===== config.mk =====
export PLATFORM = sky130hd
export DESIGN_NAME = cies_sequencer
export DESIGN_NICKNAME = d
export VERILOG_FILES = /design/src/design/cies_sequencer.v
export VERILOG_INCLUDE_DIRS = /design/src /design/src/design
export SDC_FILE = /design/constraint.sdc
export NUM_CORES = 1
export LEC_CHECK = 0
export ABC_AREA = 1
export BUFFER_PORTS_ARGS = -buffer_cell sky130_fd_sc_hd__buf_4
export CAP_MARGIN = 20
export CORE_AREA = 4 4 109 111
export DETAILED_ROUTE_END_ITERATION = 8
export DIE_AREA = 0 0 113 115
export HOLD_SLACK_MARGIN = 0.08
export PLACE_DENSITY = 0.78
export SYNTH_ARGS = -nofsm -noshare
export SYNTH_HDL_FRONTEND = slang
export SYNTH_SLANG_ARGS = --single-unit

===== constraint.sdc =====
create_clock -name core_clk_i -period 1.8 [get_ports core_clk_i]
set_input_delay 0.18 -clock core_clk_i [delete_from_list [all_inputs] [get_ports core_clk_i]]
set_output_delay 0.18 -clock core_clk_i [all_outputs]
set_load 0.005 [all_outputs]

===== src/design/cies_defs.vh =====
// constants of the cpu interrupt entry sequencer
// Contract
// - reset and each source own a low vector
// - lower vector address wins, reset first
// - source fires only with own and global enable
// - accepting interrupt clears global enable
// - global enable inside handler allows nesting
// - return instruction sets global enable
// - vectoring clears served source's pending flag
// - writing one clears flag, zero keeps
// - disabled source's flag stays until served/cleared
// - flags wait for global enable, priority order
// - level sources request only while present
// - one main instruction after return
// - status flags never saved nor restored
// - global disable acts in same cycle
// - instruction after global enable completes first
// - entry takes four cycles then vector
// - program counter pushed during entry
// - multi-cycle instruction finishes before entry
// - wake from sleep adds four cycles
// - return: four cycles, pop two, enable
// - register alu operation completes in one cycle
// - core clock undivided from chip source
// - nine bit counter, vectors inside 512 words
// - push of return address lowers pointer two
`ifndef CIES_DEFS_VH
`define CIES_DEFS_VH

// widths
`define CIES_PC_W          9
`define CIES_NSRC          8
`define CIES_SP_W          8
`define CIES_ADDR_W        8

// vector layout: reset at word zero, source n at word n+1
`define CIES_RESET_VEC     9'h000
`define CIES_SRC_VEC_BASE  9'h001

// sources 4..7 are level type, 0..3 keep a pending flag
`define CIES_LEVEL_MASK    8'hF0

// timing counts in core clock cycles
`define CIES_ENTRY_CYC     4'h4
`define CIES_SLEEP_EXTRA   4'h4
`define CIES_RETURN_CYC    4'h4

// register offsets (byte addresses)
`define CIES_OFF_CTRL      8'h00
`define CIES_OFF_ENABLE    8'h04
`define CIES_OFF_FLAGS     8'h08
`define CIES_OFF_LEVEL     8'h0C
`define CIES_OFF_SP        8'h10
`define CIES_OFF_STATUS    8'h14

// control field and reset values
`define CIES_CTRL_GIE_BIT  0
`define CIES_SP_RST        8'h9F
`define CIES_ENABLE_RST    8'h00

// sequencer states
`define CIES_ST_IDLE       2'h0
`define CIES_ST_ENTRY      2'h1
`define CIES_ST_RETURN     2'h2

`endif


===== src/design/cies_sequencer.v =====
// interrupt entry and return sequencer for the 8-bit core
`timescale 1ns/1ps
`include "cies_defs.vh"

module cies_sequencer (
    input  wire                       core_clk_i,
    input  wire                       arst_n_i,
    // register port
    input  wire [`CIES_ADDR_W-1:0]    reg_addr_i,
    input  wire [31:0]                reg_wdata_i,
    input  wire                       reg_wr_i,
    input  wire                       reg_rd_i,
    output reg  [31:0]                reg_rdata_o,
    // interrupt sources
    input  wire [`CIES_NSRC-1:0]      src_event_i,
    input  wire [`CIES_NSRC-1:0]      src_level_i,
    output reg  [`CIES_NSRC-1:0]      src_ack_o,
    // instruction sequencer side
    input  wire                       insn_done_i,
    input  wire                       insn_sei_i,
    input  wire                       insn_cli_i,
    input  wire                       return_from_interrupt_instruction_start_i,
    input  wire                       sleep_i,
    input  wire                       wake_ready_i,
    input  wire [`CIES_PC_W-1:0]      pc_return_i,
    output wire                       seq_busy_o,
    output reg                        pc_load_o,
    output reg  [`CIES_PC_W-1:0]      pc_target_o,
    output reg                        global_irq_enable_o,
    // stack port into data memory
    output reg                        stack_we_o,
    output reg                        stack_re_o,
    output reg  [`CIES_SP_W-1:0]      stack_addr_o,
    output reg  [7:0]                 stack_wdata_o,
    input  wire [7:0]                 stack_rdata_i
);

    // lowest set index wins; index 0 sits on the lowest source vector
    function [2:0] pick_lowest;
        input [`CIES_NSRC-1:0] req;
        integer k;
        begin
            pick_lowest = 3'd0;
            for (k = `CIES_NSRC - 1; k >= 0; k = k - 1) begin
                if (req[k]) begin
                    pick_lowest = k[2:0];
                end
            end
        end
    endfunction

    // program vector of a source, always inside the 512 word space
    function [`CIES_PC_W-1:0] vector_of;
        input [2:0] idx;
        begin
            vector_of = `CIES_SRC_VEC_BASE + {6'h00, idx};
        end
    endfunction

    // one-hot of an index
    function [`CIES_NSRC-1:0] onehot;
        input [2:0] idx;
        begin
            onehot = {{(`CIES_NSRC-1){1'b0}}, 1'b1} << idx;
        end
    endfunction

    reg  [1:0]               state_reg;
    reg  [3:0]               cnt_reg;
    reg  [3:0]               len_reg;
    reg  [`CIES_NSRC-1:0]    enable_reg;
    reg  [`CIES_NSRC-1:0]    flags_reg;
    reg  [`CIES_NSRC-1:0]    flags_next;
    reg  [`CIES_SP_W-1:0]    sp_reg;
    reg                      gie_reg;
    reg                      ret_shadow_reg;
    reg                      hi_reg;
    reg  [`CIES_PC_W-1:0]    vec_reg;
    reg  [2:0]               last_src_reg;

    wire                     idle;
    wire                     cli_now;
    wire                     sei_now;
    wire                     gie_eff;
    wire                     at_boundary;
    wire                     wake_now;
    wire [`CIES_NSRC-1:0]    raw_req;
    wire [`CIES_NSRC-1:0]    live_req;
    wire [2:0]               win_idx;
    wire                     accept;
    wire                     start_ret;
    wire                     wr_ctrl;
    wire                     wr_enable;
    wire                     wr_flags;
    wire                     wr_sp;

    assign idle      = (state_reg == `CIES_ST_IDLE);
    assign seq_busy_o = ~idle;

    // bus write decode
    assign wr_ctrl   = reg_wr_i && (reg_addr_i == `CIES_OFF_CTRL);
    assign wr_enable = reg_wr_i && (reg_addr_i == `CIES_OFF_ENABLE);
    assign wr_flags  = reg_wr_i && (reg_addr_i == `CIES_OFF_FLAGS);
    assign wr_sp     = reg_wr_i && (reg_addr_i == `CIES_OFF_SP);

    // disabling instruction blocks the boundary it completes on
    assign cli_now = insn_done_i && insn_cli_i;
    // enabling instruction: the next one must still complete first
    assign sei_now = insn_done_i && insn_sei_i;

    // a bus write of zero to the enable also bites this same cycle
    assign gie_eff = gie_reg && ~cli_now && ~sei_now
                     && ~(wr_ctrl && ~reg_wdata_i[`CIES_CTRL_GIE_BIT]);

    // entry only between whole instructions; every instruction, single
    // cycle alu ones included, reports its completion on insn_done_i
    assign at_boundary = insn_done_i && ~ret_shadow_reg && ~return_from_interrupt_instruction_start_i;
    assign wake_now    = sleep_i && wake_ready_i;

    // flag type sources come from memory, level type straight from pins
    assign raw_req  = (flags_reg & ~`CIES_LEVEL_MASK)
                      | (src_level_i & `CIES_LEVEL_MASK);
    assign live_req = raw_req & enable_reg;
    assign win_idx  = pick_lowest(live_req);

    assign accept    = idle && gie_eff && (|live_req)
                       && (at_boundary || wake_now);
    assign start_ret = idle && return_from_interrupt_instruction_start_i;

    // pending flags: hardware set beats both clears in the same cycle
    always @* begin
        flags_next = flags_reg;
        if (wr_flags) begin
            flags_next = flags_next & ~reg_wdata_i[`CIES_NSRC-1:0];
        end
        if (accept) begin
            flags_next = flags_next & ~onehot(win_idx);
        end
        // event held even while source or global enable is off
        flags_next = (flags_next | src_event_i) & ~`CIES_LEVEL_MASK;
    end

    // pending flag storage
    always @(posedge core_clk_i or negedge arst_n_i) begin
        if (!arst_n_i) begin
            flags_reg <= 8'h00;
        end else begin
            flags_reg <= flags_next;
        end
    end

    // per source enables, software owned
    always @(posedge core_clk_i or negedge arst_n_i) begin
        if (!arst_n_i) begin
            enable_reg <= `CIES_ENABLE_RST;
        end else if (wr_enable) begin
            enable_reg <= reg_wdata_i[`CIES_NSRC-1:0];
        end
    end

    // global enable: entry clears, return sets, instructions and bus
    // write it; the status flags themselves are never stacked here
    always @(posedge core_clk_i or negedge arst_n_i) begin
        if (!arst_n_i) begin
            gie_reg <= 1'b0;
        end else if (accept) begin
            gie_reg <= 1'b0;
        end else if (state_reg == `CIES_ST_RETURN && cnt_reg == 4'h3) begin
            gie_reg <= 1'b1;
        end else if (cli_now) begin
            gie_reg <= 1'b0;
        end else if (sei_now) begin
            gie_reg <= 1'b1;
        end else if (wr_ctrl) begin
            gie_reg <= reg_wdata_i[`CIES_CTRL_GIE_BIT];
        end
    end

    // after a return the first main instruction boundary is skipped
    always @(posedge core_clk_i or negedge arst_n_i) begin
        if (!arst_n_i) begin
            ret_shadow_reg <= 1'b0;
        end else if (state_reg == `CIES_ST_RETURN && cnt_reg == 4'h3) begin
            ret_shadow_reg <= 1'b1;
        end else if (insn_done_i) begin
            ret_shadow_reg <= 1'b0;
        end
    end

    // entry and return sequence; single clock, no divider anywhere
    always @(posedge core_clk_i or negedge arst_n_i) begin
        if (!arst_n_i) begin
            state_reg     <= `CIES_ST_IDLE;
            cnt_reg       <= 4'h0;
            len_reg       <= 4'h0;
            sp_reg        <= `CIES_SP_RST;
            hi_reg        <= 1'b0;
            vec_reg       <= `CIES_RESET_VEC;
            last_src_reg  <= 3'd0;
            stack_we_o    <= 1'b0;
            stack_re_o    <= 1'b0;
            stack_addr_o  <= `CIES_SP_RST;
            stack_wdata_o <= 8'h00;
            pc_load_o     <= 1'b0;
            pc_target_o   <= `CIES_RESET_VEC;
            src_ack_o     <= 8'h00;
        end else begin
            // strobes last one cycle
            stack_we_o <= 1'b0;
            stack_re_o <= 1'b0;
            pc_load_o  <= 1'b0;
            src_ack_o  <= 8'h00;
            case (state_reg)
                `CIES_ST_IDLE: begin
                    if (start_ret) begin
                        // pop high byte first: it was pushed last
                        state_reg    <= `CIES_ST_RETURN;
                        cnt_reg      <= 4'h1;
                        stack_re_o   <= 1'b1;
                        stack_addr_o <= sp_reg + 8'h01;
                        sp_reg       <= sp_reg + 8'h01;
                    end else if (accept) begin
                        // waking adds cycles on top of the oscillator start
                        state_reg     <= `CIES_ST_ENTRY;
                        cnt_reg       <= 4'h1;
                        len_reg       <= wake_now ? (`CIES_ENTRY_CYC + `CIES_SLEEP_EXTRA)
                                                  : `CIES_ENTRY_CYC;
                        vec_reg       <= vector_of(win_idx);
                        last_src_reg  <= win_idx;
                        src_ack_o     <= onehot(win_idx);
                        hi_reg        <= pc_return_i[8];
                        stack_we_o    <= 1'b1;
                        stack_addr_o  <= sp_reg;
                        stack_wdata_o <= pc_return_i[7:0];
                        sp_reg        <= sp_reg - 8'h01;
                    end else if (wr_sp) begin
                        sp_reg <= reg_wdata_i[`CIES_SP_W-1:0];
                    end
                end
                `CIES_ST_ENTRY: begin
                    cnt_reg <= cnt_reg + 4'h1;
                    if (cnt_reg == 4'h1) begin
                        stack_we_o    <= 1'b1;
                        stack_addr_o  <= sp_reg;
                        stack_wdata_o <= {7'h00, hi_reg};
                        sp_reg        <= sp_reg - 8'h01;
                    end
                    if (cnt_reg == len_reg - 4'h1) begin
                        pc_load_o   <= 1'b1;
                        pc_target_o <= vec_reg;
                    end
                    if (cnt_reg == len_reg) begin
                        state_reg <= `CIES_ST_IDLE;
                        cnt_reg   <= 4'h0;
                    end
                end
                `CIES_ST_RETURN: begin
                    cnt_reg <= cnt_reg + 4'h1;
                    if (cnt_reg == 4'h1) begin
                        stack_re_o   <= 1'b1;
                        stack_addr_o <= sp_reg + 8'h01;
                        sp_reg       <= sp_reg + 8'h01;
                    end
                    if (cnt_reg == 4'h2) begin
                        hi_reg <= stack_rdata_i[0];
                    end
                    if (cnt_reg == 4'h3) begin
                        pc_load_o   <= 1'b1;
                        pc_target_o <= {hi_reg, stack_rdata_i};
                    end
                    if (cnt_reg == `CIES_RETURN_CYC) begin
                        state_reg <= `CIES_ST_IDLE;
                        cnt_reg   <= 4'h0;
                    end
                end
                default: begin
                    state_reg <= `CIES_ST_IDLE;
                    cnt_reg   <= 4'h0;
                end
            endcase
        end
    end

    // global enable is visible to the status flags register of the core
    always @* begin
        global_irq_enable_o = gie_reg;
    end

    // read data one cycle after the strobe, zero on unmapped offsets
    always @(posedge core_clk_i or negedge arst_n_i) begin
        if (!arst_n_i) begin
            reg_rdata_o <= 32'h0000_0000;
        end else if (reg_rd_i) begin
            case (reg_addr_i)
                `CIES_OFF_CTRL:   reg_rdata_o <= {31'h0000_0000, gie_reg};
                `CIES_OFF_ENABLE: reg_rdata_o <= {24'h00_0000, enable_reg};
                `CIES_OFF_FLAGS:  reg_rdata_o <= {24'h00_0000, flags_reg};
                `CIES_OFF_LEVEL:  reg_rdata_o <= {24'h00_0000, src_level_i & `CIES_LEVEL_MASK};
                `CIES_OFF_SP:     reg_rdata_o <= {24'h00_0000, sp_reg};
                `CIES_OFF_STATUS: reg_rdata_o <= {17'h0_0000, ret_shadow_reg, last_src_reg,
                                                  vec_reg, state_reg};
                default:          reg_rdata_o <= 32'h0000_0000;
            endcase
        end else begin
            reg_rdata_o <= 32'h0000_0000;
        end
    end

endmodule


==> qor.log, run 1 <==
qor: clock_tree.cts_buffers 9
qor: clock_tree.cts_sinks 86
qor: clock_tree.cts_buffer_depth 2
qor: cells_and_area.most_flops_register reg_rdata_o
qor: timing.grt_setup_unrepaired true
qor: worst_setup_path.setup.worst_path.end_class flop
qor: worst_setup_path.critical-path-top-cell-by-count nand2_1
qor: drt.total_via_count_after_detailed_routing 5,123
qor: cells_and_area.num_antenna_cells 0
qor: timing.setup_viol 0
qor: logic_synthesis.yosys.cell_types.count 48
qor: cells_and_area.fin_cells 988
qor: place.global_placement_routability_congestion 0.938
qor: die.floorplan.initialDensity 0.467
qor: clock_tree.clkTransAtPathRegs 100 ps
qor: die.die_area 0.0130 sq mm
qor: drt.detail_route.wirelength 16,400 um
qor: logic_synthesis.synth-main-ff-cell dfrtp_1
qor: global_routing.globalRouteTotalUtil 0.243
qor: timing.fin_hold_ws 76.6 ps
qor: worst_setup_path.cp_num_buf_inv 0
qor: place.portBuffers 100
qor: logic_synthesis.synthArstFlopShare 1.00
qor: worst_setup_path.crit_path_max_incr_delay 420 ps
qor: worst_setup_path.reg2reg_slack 4 ps
qor: drt.detail_route.drc_violations 0
qor: worst_setup_path.timing.setup.critical_path_class reg2reg
qor: die.standard_cell_core_area 0.0108 sq mm
qor: die.num_io_pins 153
qor: drt.drt-vias-per-instance 5.19
qor: global_routing.gr-total-overflow 0
qor: cells_and_area.fraction_of_layout_instances_using_a_drive_strength_above_1 0.344
qor: clock_tree.htreeDepth 3
qor: drt.detailedRoute.firstIterationViolations 285
qor: worst_setup_path.cells_along_the_critical_path nand2_1 -> nand2_1 -> nor2_2 -> nand2_2 -> nand3_4 -> nand2_4 -> nand2_2 -> nand2_4 -> nand3_1 -> nand2_1
qor: drt.drt-wirelength-per-cell 16.6 um
qor: worst_setup_path.crit_slowest_cell dfrtp_1
qor: logic_synthesis.synth_register_bits 86
qor: run.maxCapViolations 0
qor: worst_hold_path.hp-class in2reg
qor: cells_and_area.finalNetCount 941
qor: logic_synthesis.part_of_the_yosys_area_used_for_sequential_elements 0.430
qor: logic_synthesis.synth_warnings 0
qor: cells_and_area.area_growth 41.2%
qor: clock_tree.tritoncts done
qor: clock_tree.cts.root.buffer_cell clkbuf_8
qor: global_routing.grt_pass1_wl 25,000 um
qor: timing.finalHoldViolations 0
qor: cells_and_area.final_cell_mix buf_4, nand2_1, dfrtp_1, inv_1, nand3_1
qor: timing.final.setup_skew 5.31 ps
qor: die.floorplan.die.width 113 um
qor: power.vdd.ir_drop.worst 767 uV
qor: place.hpwlAfterDp 11,900 um
qor: cells_and_area.layout.filler_cells 885
qor: cells_and_area.top_regs reg_rdata_o: 12 flops, pc_target_o: 9 flops
qor: global_routing.grt_max_degree 59
qor: cells_and_area.largest_register_ff_count 12
qor: clock_tree.worstSkewPairLatency 380 ps
qor: logic_synthesis.synthesis.instances 650
qor: die.fp-row-count 38
qor: worst_setup_path.timing.critical_path.from_type flop
qor: power.power.density_cell_area 1290 mW/mm^2
qor: logic_synthesis.postSynthAreaPerCell 7.75 sq um
qor: worst_setup_path.worstPathArrival 2070 ps
qor: worst_setup_path.worstPathRequired 2070 ps
qor: cells_and_area.core_utilization_of_the_finished_layout 0.659
qor: worst_setup_path.timing.critical_path.max_delay_family simple AND/OR/NAND/NOR gates
qor: drt.dr.pass1.iters 5
qor: logic_synthesis.synth_edf_count 0
qor: worst_setup_path.crit_fanout 8
qor: global_routing.via_count_of_the_first_global_routing_pass 5,106
qor: timing.finalWorstPathRequiredPeriod 1800 ps
qor: power.power.leakage 0.00366 uW
qor: timing.timing_max_transition_violations_final 0
qor: timing.final.period_utilization 0.998
qor: logic_synthesis.syn_area 0.00504 sq mm
qor: global_routing.number_of_antenna_violations_at_the_first_check_in_global_routing 0
qor: drt.postRouteAntennaNets 0
qor: outcome.result_of_the_run finished, final reports clean
qor: cells_and_area.final_common_cell buf_4
qor: place.placed_instances 939
qor: die.die_y 115 um
qor: timing.fmax 0.557 GHz
[cells by family (layout without fill, tap and decap cells)]
| logic type | after synthesis | in the layout | share of synthesized area |
|---|---|---|---|
| AO/OA/AOI/OAI | 102 | 102 | 0.122 |
| XOR/XNOR | 11 | 11 | 0.0191 |
| adder cells (fa/ha/maj) | 15 | 15 | 0.0372 |
| buffers and inverters | 115 | 293 | 0.107 |
| flip-flops | 86 | 86 | 0.430 |
| multiplexers | 5 | 5 | 0.0112 |
| other | 1 | 20 | 0.000744 |
| AND/OR/NAND/NOR | 315 | 316 | 0.274 |
[layer usage]
metal	track usage	vias up	wire, um
met2	0.420	205	8070
met3	0.0479	41	1100
li1	-	2460	-
met4	0.0913	0	558
met1	0.303	2417	6640
met5	0	-	0
[cells in the mapped netlist (all sizes together) (2+ instances only)]
cell,number,area share
nand2,176,0.14
dfrtp,74,0.37
inv,74,0.056
nand3,74,0.077
o21ai,63,0.069
nor2,47,0.039
buf,31,0.043
ha,15,0.037
dfstp,12,0.063
a21oi,11,0.012
nor3,10,0.011
xor2,10,0.017
clkbuf,9,0.0067
o22ai,7,0.0087
mux2,5,0.011
o21a,4,0.0060
o21bai,4,0.0060
nand4,3,0.0050
o211ai,3,0.0045
o31ai,3,0.0045
nor4,2,0.0025
o221ai,2,0.0035
or2,2,0.0025
[tightest hold or removal path, stage by stage]
cell and delay, ps:
buf_4 110, inv_1 40, o21ai_0 80
[report_power, final]
part           total, uW  internal (uW)  switching (uW)
logic               4760           2050            2710
registers           2940           2520             423
clock network       1470            659             814
[metrics by stage]
stage	worst slack (ps)	power (uW)	area (sq um)	TNS, ps
floorplan	9.26	5270	5120	0
global placement	-0.433	6830	6340	-0.666
detailed placement	-64.4	6980	6340	-540
CTS	-5.14	8610	6810	-5.14
global route	-107	9810	7120	-1890
finish	4.39	9170	7120	0
[what timing repair did]
| item | 4_1_cts | 5_1_grt |
|---|---|---|
| hold buffers | 20 | 1 |
| gates cloned | 0 | 1 |
| endpoints found under the setup margin | 28 | 61 |
| gates resized for setup | 12 | 65 |
| pin swaps | 2 | 16 |
| endpoints found under the hold margin | 92 | 1 |
| buffers inserted | 3 | 8 |
[final cells by class]
type                       instances  area, sq um  share of cell area
clock buffer                       9          124              0.0174
clock inverter                     7         78.8              0.0111
inverter                          75          287              0.0403
multi-input combinational        469         2670               0.375
sequential                        86         2170               0.305
tap                              140          175              0.0246
timing repair buffer             202         1620               0.227
[final timing paths]
| check | from | endpoint | depth (start not counted) |
|---|---|---|---|
| min reg2reg | stack_addr_o[0] | stack_addr_o[0] | 2 |
| min | stack_rdata_i[7] | pc_target_o[7] | 3 |
| max | enable_reg[7] | sp_reg[5] | 10 |
| max in group asynchronous | arst_n_i | stack_addr_o[0] | 3 |
| max reg2reg | enable_reg[7] | sp_reg[5] | 10 |
| min in group asynchronous | arst_n_i | cnt_reg[0] | 2 |
Power figures use the tool's default switching activity.
==> run 2, diff against run 1 <==
--- a/config.mk
+++ b/config.mk
@@ -14,6 +14,7 @@
 export DIE_AREA = 0 0 113 115
 export HOLD_SLACK_MARGIN = 0.08
 export PLACE_DENSITY = 0.78
+export RECOVER_POWER = 50
 export SYNTH_ARGS = -nofsm -noshare
 export SYNTH_HDL_FRONTEND = slang
 export SYNTH_SLANG_ARGS = --single-unit
==> run 2 against run 1 <==
Against the previous run:
- maximum frequency decreased by 0.17%
- register-to-register slack about the same
- largest power group unchanged
- worst setup slack got worse by 3.1 ps
- cell area decreased by 0.37%
- largest cell class unchanged
- sequential power about the same
==> qor.log, run 2 (synthesized netlist as in run 1, its figures left out) <==
qor: place.hpwlAfterDp 11,900 um [unchanged]
qor: cells_and_area.finish.instance_area 0.00709 sq mm [-0.37%]
qor: timing.timing_max_transition_violations_final 0 [unchanged]
qor: timing.final.setup_skew 6.93 ps [+1.62 ps]
qor: timing.fin_hold_ws 77.0 ps [+0.403 ps]
qor: worst_setup_path.timing.critical_path.from_type flop
qor: global_routing.grt_max_degree 59 [unchanged]
qor: clock_tree.tritoncts done
qor: drt.postRouteAntennaNets 0 [unchanged]
qor: cells_and_area.finalNetCount 941 [unchanged]
qor: global_routing.globalRouteTotalUtil 0.243 [unchanged]
qor: timing.setup_ws 1.31 ps [-3.08 ps]
qor: cells_and_area.final_cell_mix buf_4, nand2_1, dfrtp_1, inv_1, nand3_1
qor: timing.max_slew.worst_pin.slew 809 ps
qor: die.floorplan.die.width 113 um [unchanged]
qor: place.portBuffers 100 [unchanged]
qor: global_routing.gr-total-overflow 0 [unchanged]
qor: clock_tree.clkTransAtPathRegs 100 ps [about the same]
qor: timing.final.period_utilization 0.999 [+0.00171]
qor: clock_tree.cts_buffers 9 [unchanged]
qor: cells_and_area.final_common_cell buf_4
qor: worst_setup_path.worstPathRequired 2070 ps [about the same]
qor: cells_and_area.top_regs reg_rdata_o: 12 flops, pc_target_o: 9 flops
qor: worst_setup_path.setup.worst_path.end_class flop
qor: place.global_placement_routability_congestion 0.938 [unchanged]
qor: place.dpl_worst_slack -64.4 ps [unchanged]
qor: drt.total_via_count_after_detailed_routing 5,145 [+0.43%]
qor: cells_and_area.layout.filler_cells 892 [+0.79%]
qor: power.power.leakage 0.00364 uW [-0.57%]
qor: die.die_area 0.0130 sq mm [unchanged]
qor: outcome.result_of_the_run finished, final reports clean
qor: global_routing.number_of_antenna_violations_at_the_first_check_in_global_routing 0 [unchanged]
qor: global_routing.grt_pass1_wl 25,000 um [unchanged]
qor: clock_tree.worstSkewPairLatency 380 ps [about the same]
qor: worst_setup_path.worstPathArrival 2070 ps [about the same]
qor: cells_and_area.largest_register_ff_count 12 [unchanged]
qor: power.report.power.total 9170 uW [about the same]
qor: cells_and_area.fin_cells 988 [unchanged]
qor: cells_and_area.num_antenna_cells 0 [unchanged]
qor: drt.detailedRoute.firstIterationViolations 339 [+19%]
qor: cells_and_area.area_growth 40.7%
qor: timing.setup_viol 0 [unchanged]
qor: timing.finalHoldViolations 0 [unchanged]
qor: place.standard_cell_area_after_detailed_placement 0.00634 sq mm [unchanged]
qor: timing.finalWorstPathRequiredPeriod 1800 ps [+3.08 ps]
qor: timing.grt_setup_unrepaired true
qor: die.fp-row-count 38 [unchanged]
qor: timing.fmax 0.556 GHz [-0.17%]
qor: clock_tree.cts_buffer_depth 2 [unchanged]
qor: drt.dr.pass1.iters 5 [unchanged]
qor: drt.drt-vias-per-instance 5.21 [+0.43%]
qor: worst_setup_path.timing.setup.critical_path_class reg2reg
qor: die.num_io_pins 153 [unchanged]
qor: global_routing.via_count_of_the_first_global_routing_pass 5,106 [unchanged]
qor: die.floorplan.initialDensity 0.467 [unchanged]
qor: cells_and_area.fraction_of_layout_instances_using_a_drive_strength_above_1 0.341 [-0.00354]
qor: run.maxCapViolations 0 [unchanged]
qor: clock_tree.cts.root.buffer_cell clkbuf_8
qor: die.die_y 115 um [unchanged]
qor: die.standard_cell_core_area 0.0108 sq mm [unchanged]
qor: drt.drt-wirelength-per-cell 16.5 um [-0.32%]
qor: clock_tree.cts_sinks 86 [unchanged]
qor: drt.detail_route.wirelength 16,300 um [-0.32%]
qor: power.vdd.ir_drop.worst 766 uV [-0.15%]
qor: drt.detail_route.drc_violations 0 [unchanged]
qor: power.power.density_cell_area 1290 mW/mm^2 [+0.30%]
qor: worst_setup_path.crit_fanout 8 [unchanged]
qor: cells_and_area.most_flops_register reg_rdata_o
qor: clock_tree.htreeDepth 3 [unchanged]
qor: timing.worst_slew_margin_rel 0.461
qor: place.placed_instances 939 [unchanged]
qor: worst_hold_path.hp-class in2reg
run 2: cell types whose count changed in the layout (fill, tap and decap cells not counted):
cell,before,now
clkbuf_4,0,8
buf_4,173,162
clkbuf_1,0,3
buf_12,1,0
clkbuf_2,0,1
run 2: layout make-up:
cell class	count	area [sq um]	share of cell area
flip-flops and latches	86	2170	0.306
inverters	75	287	0.0404
clock buffers	9	124	0.0175
repair buffers	202	1590	0.224
clock inverters	7	78.8	0.0111
well taps	140	175	0.0247
multi-input cells	469	2670	0.376
run 2: path summary, 6_finish.rpt:
kind                                  start         endpoint  slack [ps]  cells after the start
setup / recovery              enable_reg[7]        sp_reg[5]           1                     10
max in group asynchronous          arst_n_i   reg_rdata_o[4]         540                      3
min in group asynchronous          arst_n_i       cnt_reg[0]         160                      2
hold / removal             stack_rdata_i[6]   pc_target_o[6]          80                      3
setup reg to reg              enable_reg[7]        sp_reg[5]           1                     10
hold reg to reg             stack_addr_o[0]  stack_addr_o[0]         480                      2
run 2: what timing repair did:
item / 4_1_cts / 5_1_grt
setup buffers: 3 / 8
pin swaps: 2 / 16
hold endpoints to repair: 92 / 1
cloned: 0 / 1
hold buffers: 20 / 1
gates resized for setup: 12 / 65
setup endpoints to repair: 28 / 61
run 2: critical path: stages, from the launching register on:
cell,delay [ps]
dfrtp_1,420
nand2_1,90
nand2_1,100
nor2_2,220
nand2_2,140
nand3_4,160
nand2_4,70
nand2_2,160
nand2_4,130
nand3_1,110
nand2_1,70
run 2: metal layers:
metal,vias up,wire (um),track usage
met5,-,0,0
met4,0,601,0.0913
met3,45,1190,0.0479
met2,204,8030,0.420
met1,2439,6500,0.303
li1,2457,-,-
run 2: metrics by stage:
stage / util / TNS (ps)
final: 0.657 / 0
after CTS: 0.631 / -5.14
after global placement: 0.587 / -0.666
after floorplan: - / 0
after detailed placement: 0.587 / -540
after global routing: 0.657 / -1890
run 2: power by group:
group	switching, uW	total [uW]	internal, uW	leakage [uW]
registers	424	2940	2520	0.00108
clock network	814	1470	659	0.000105
logic	2700	4750	2050	0.00246
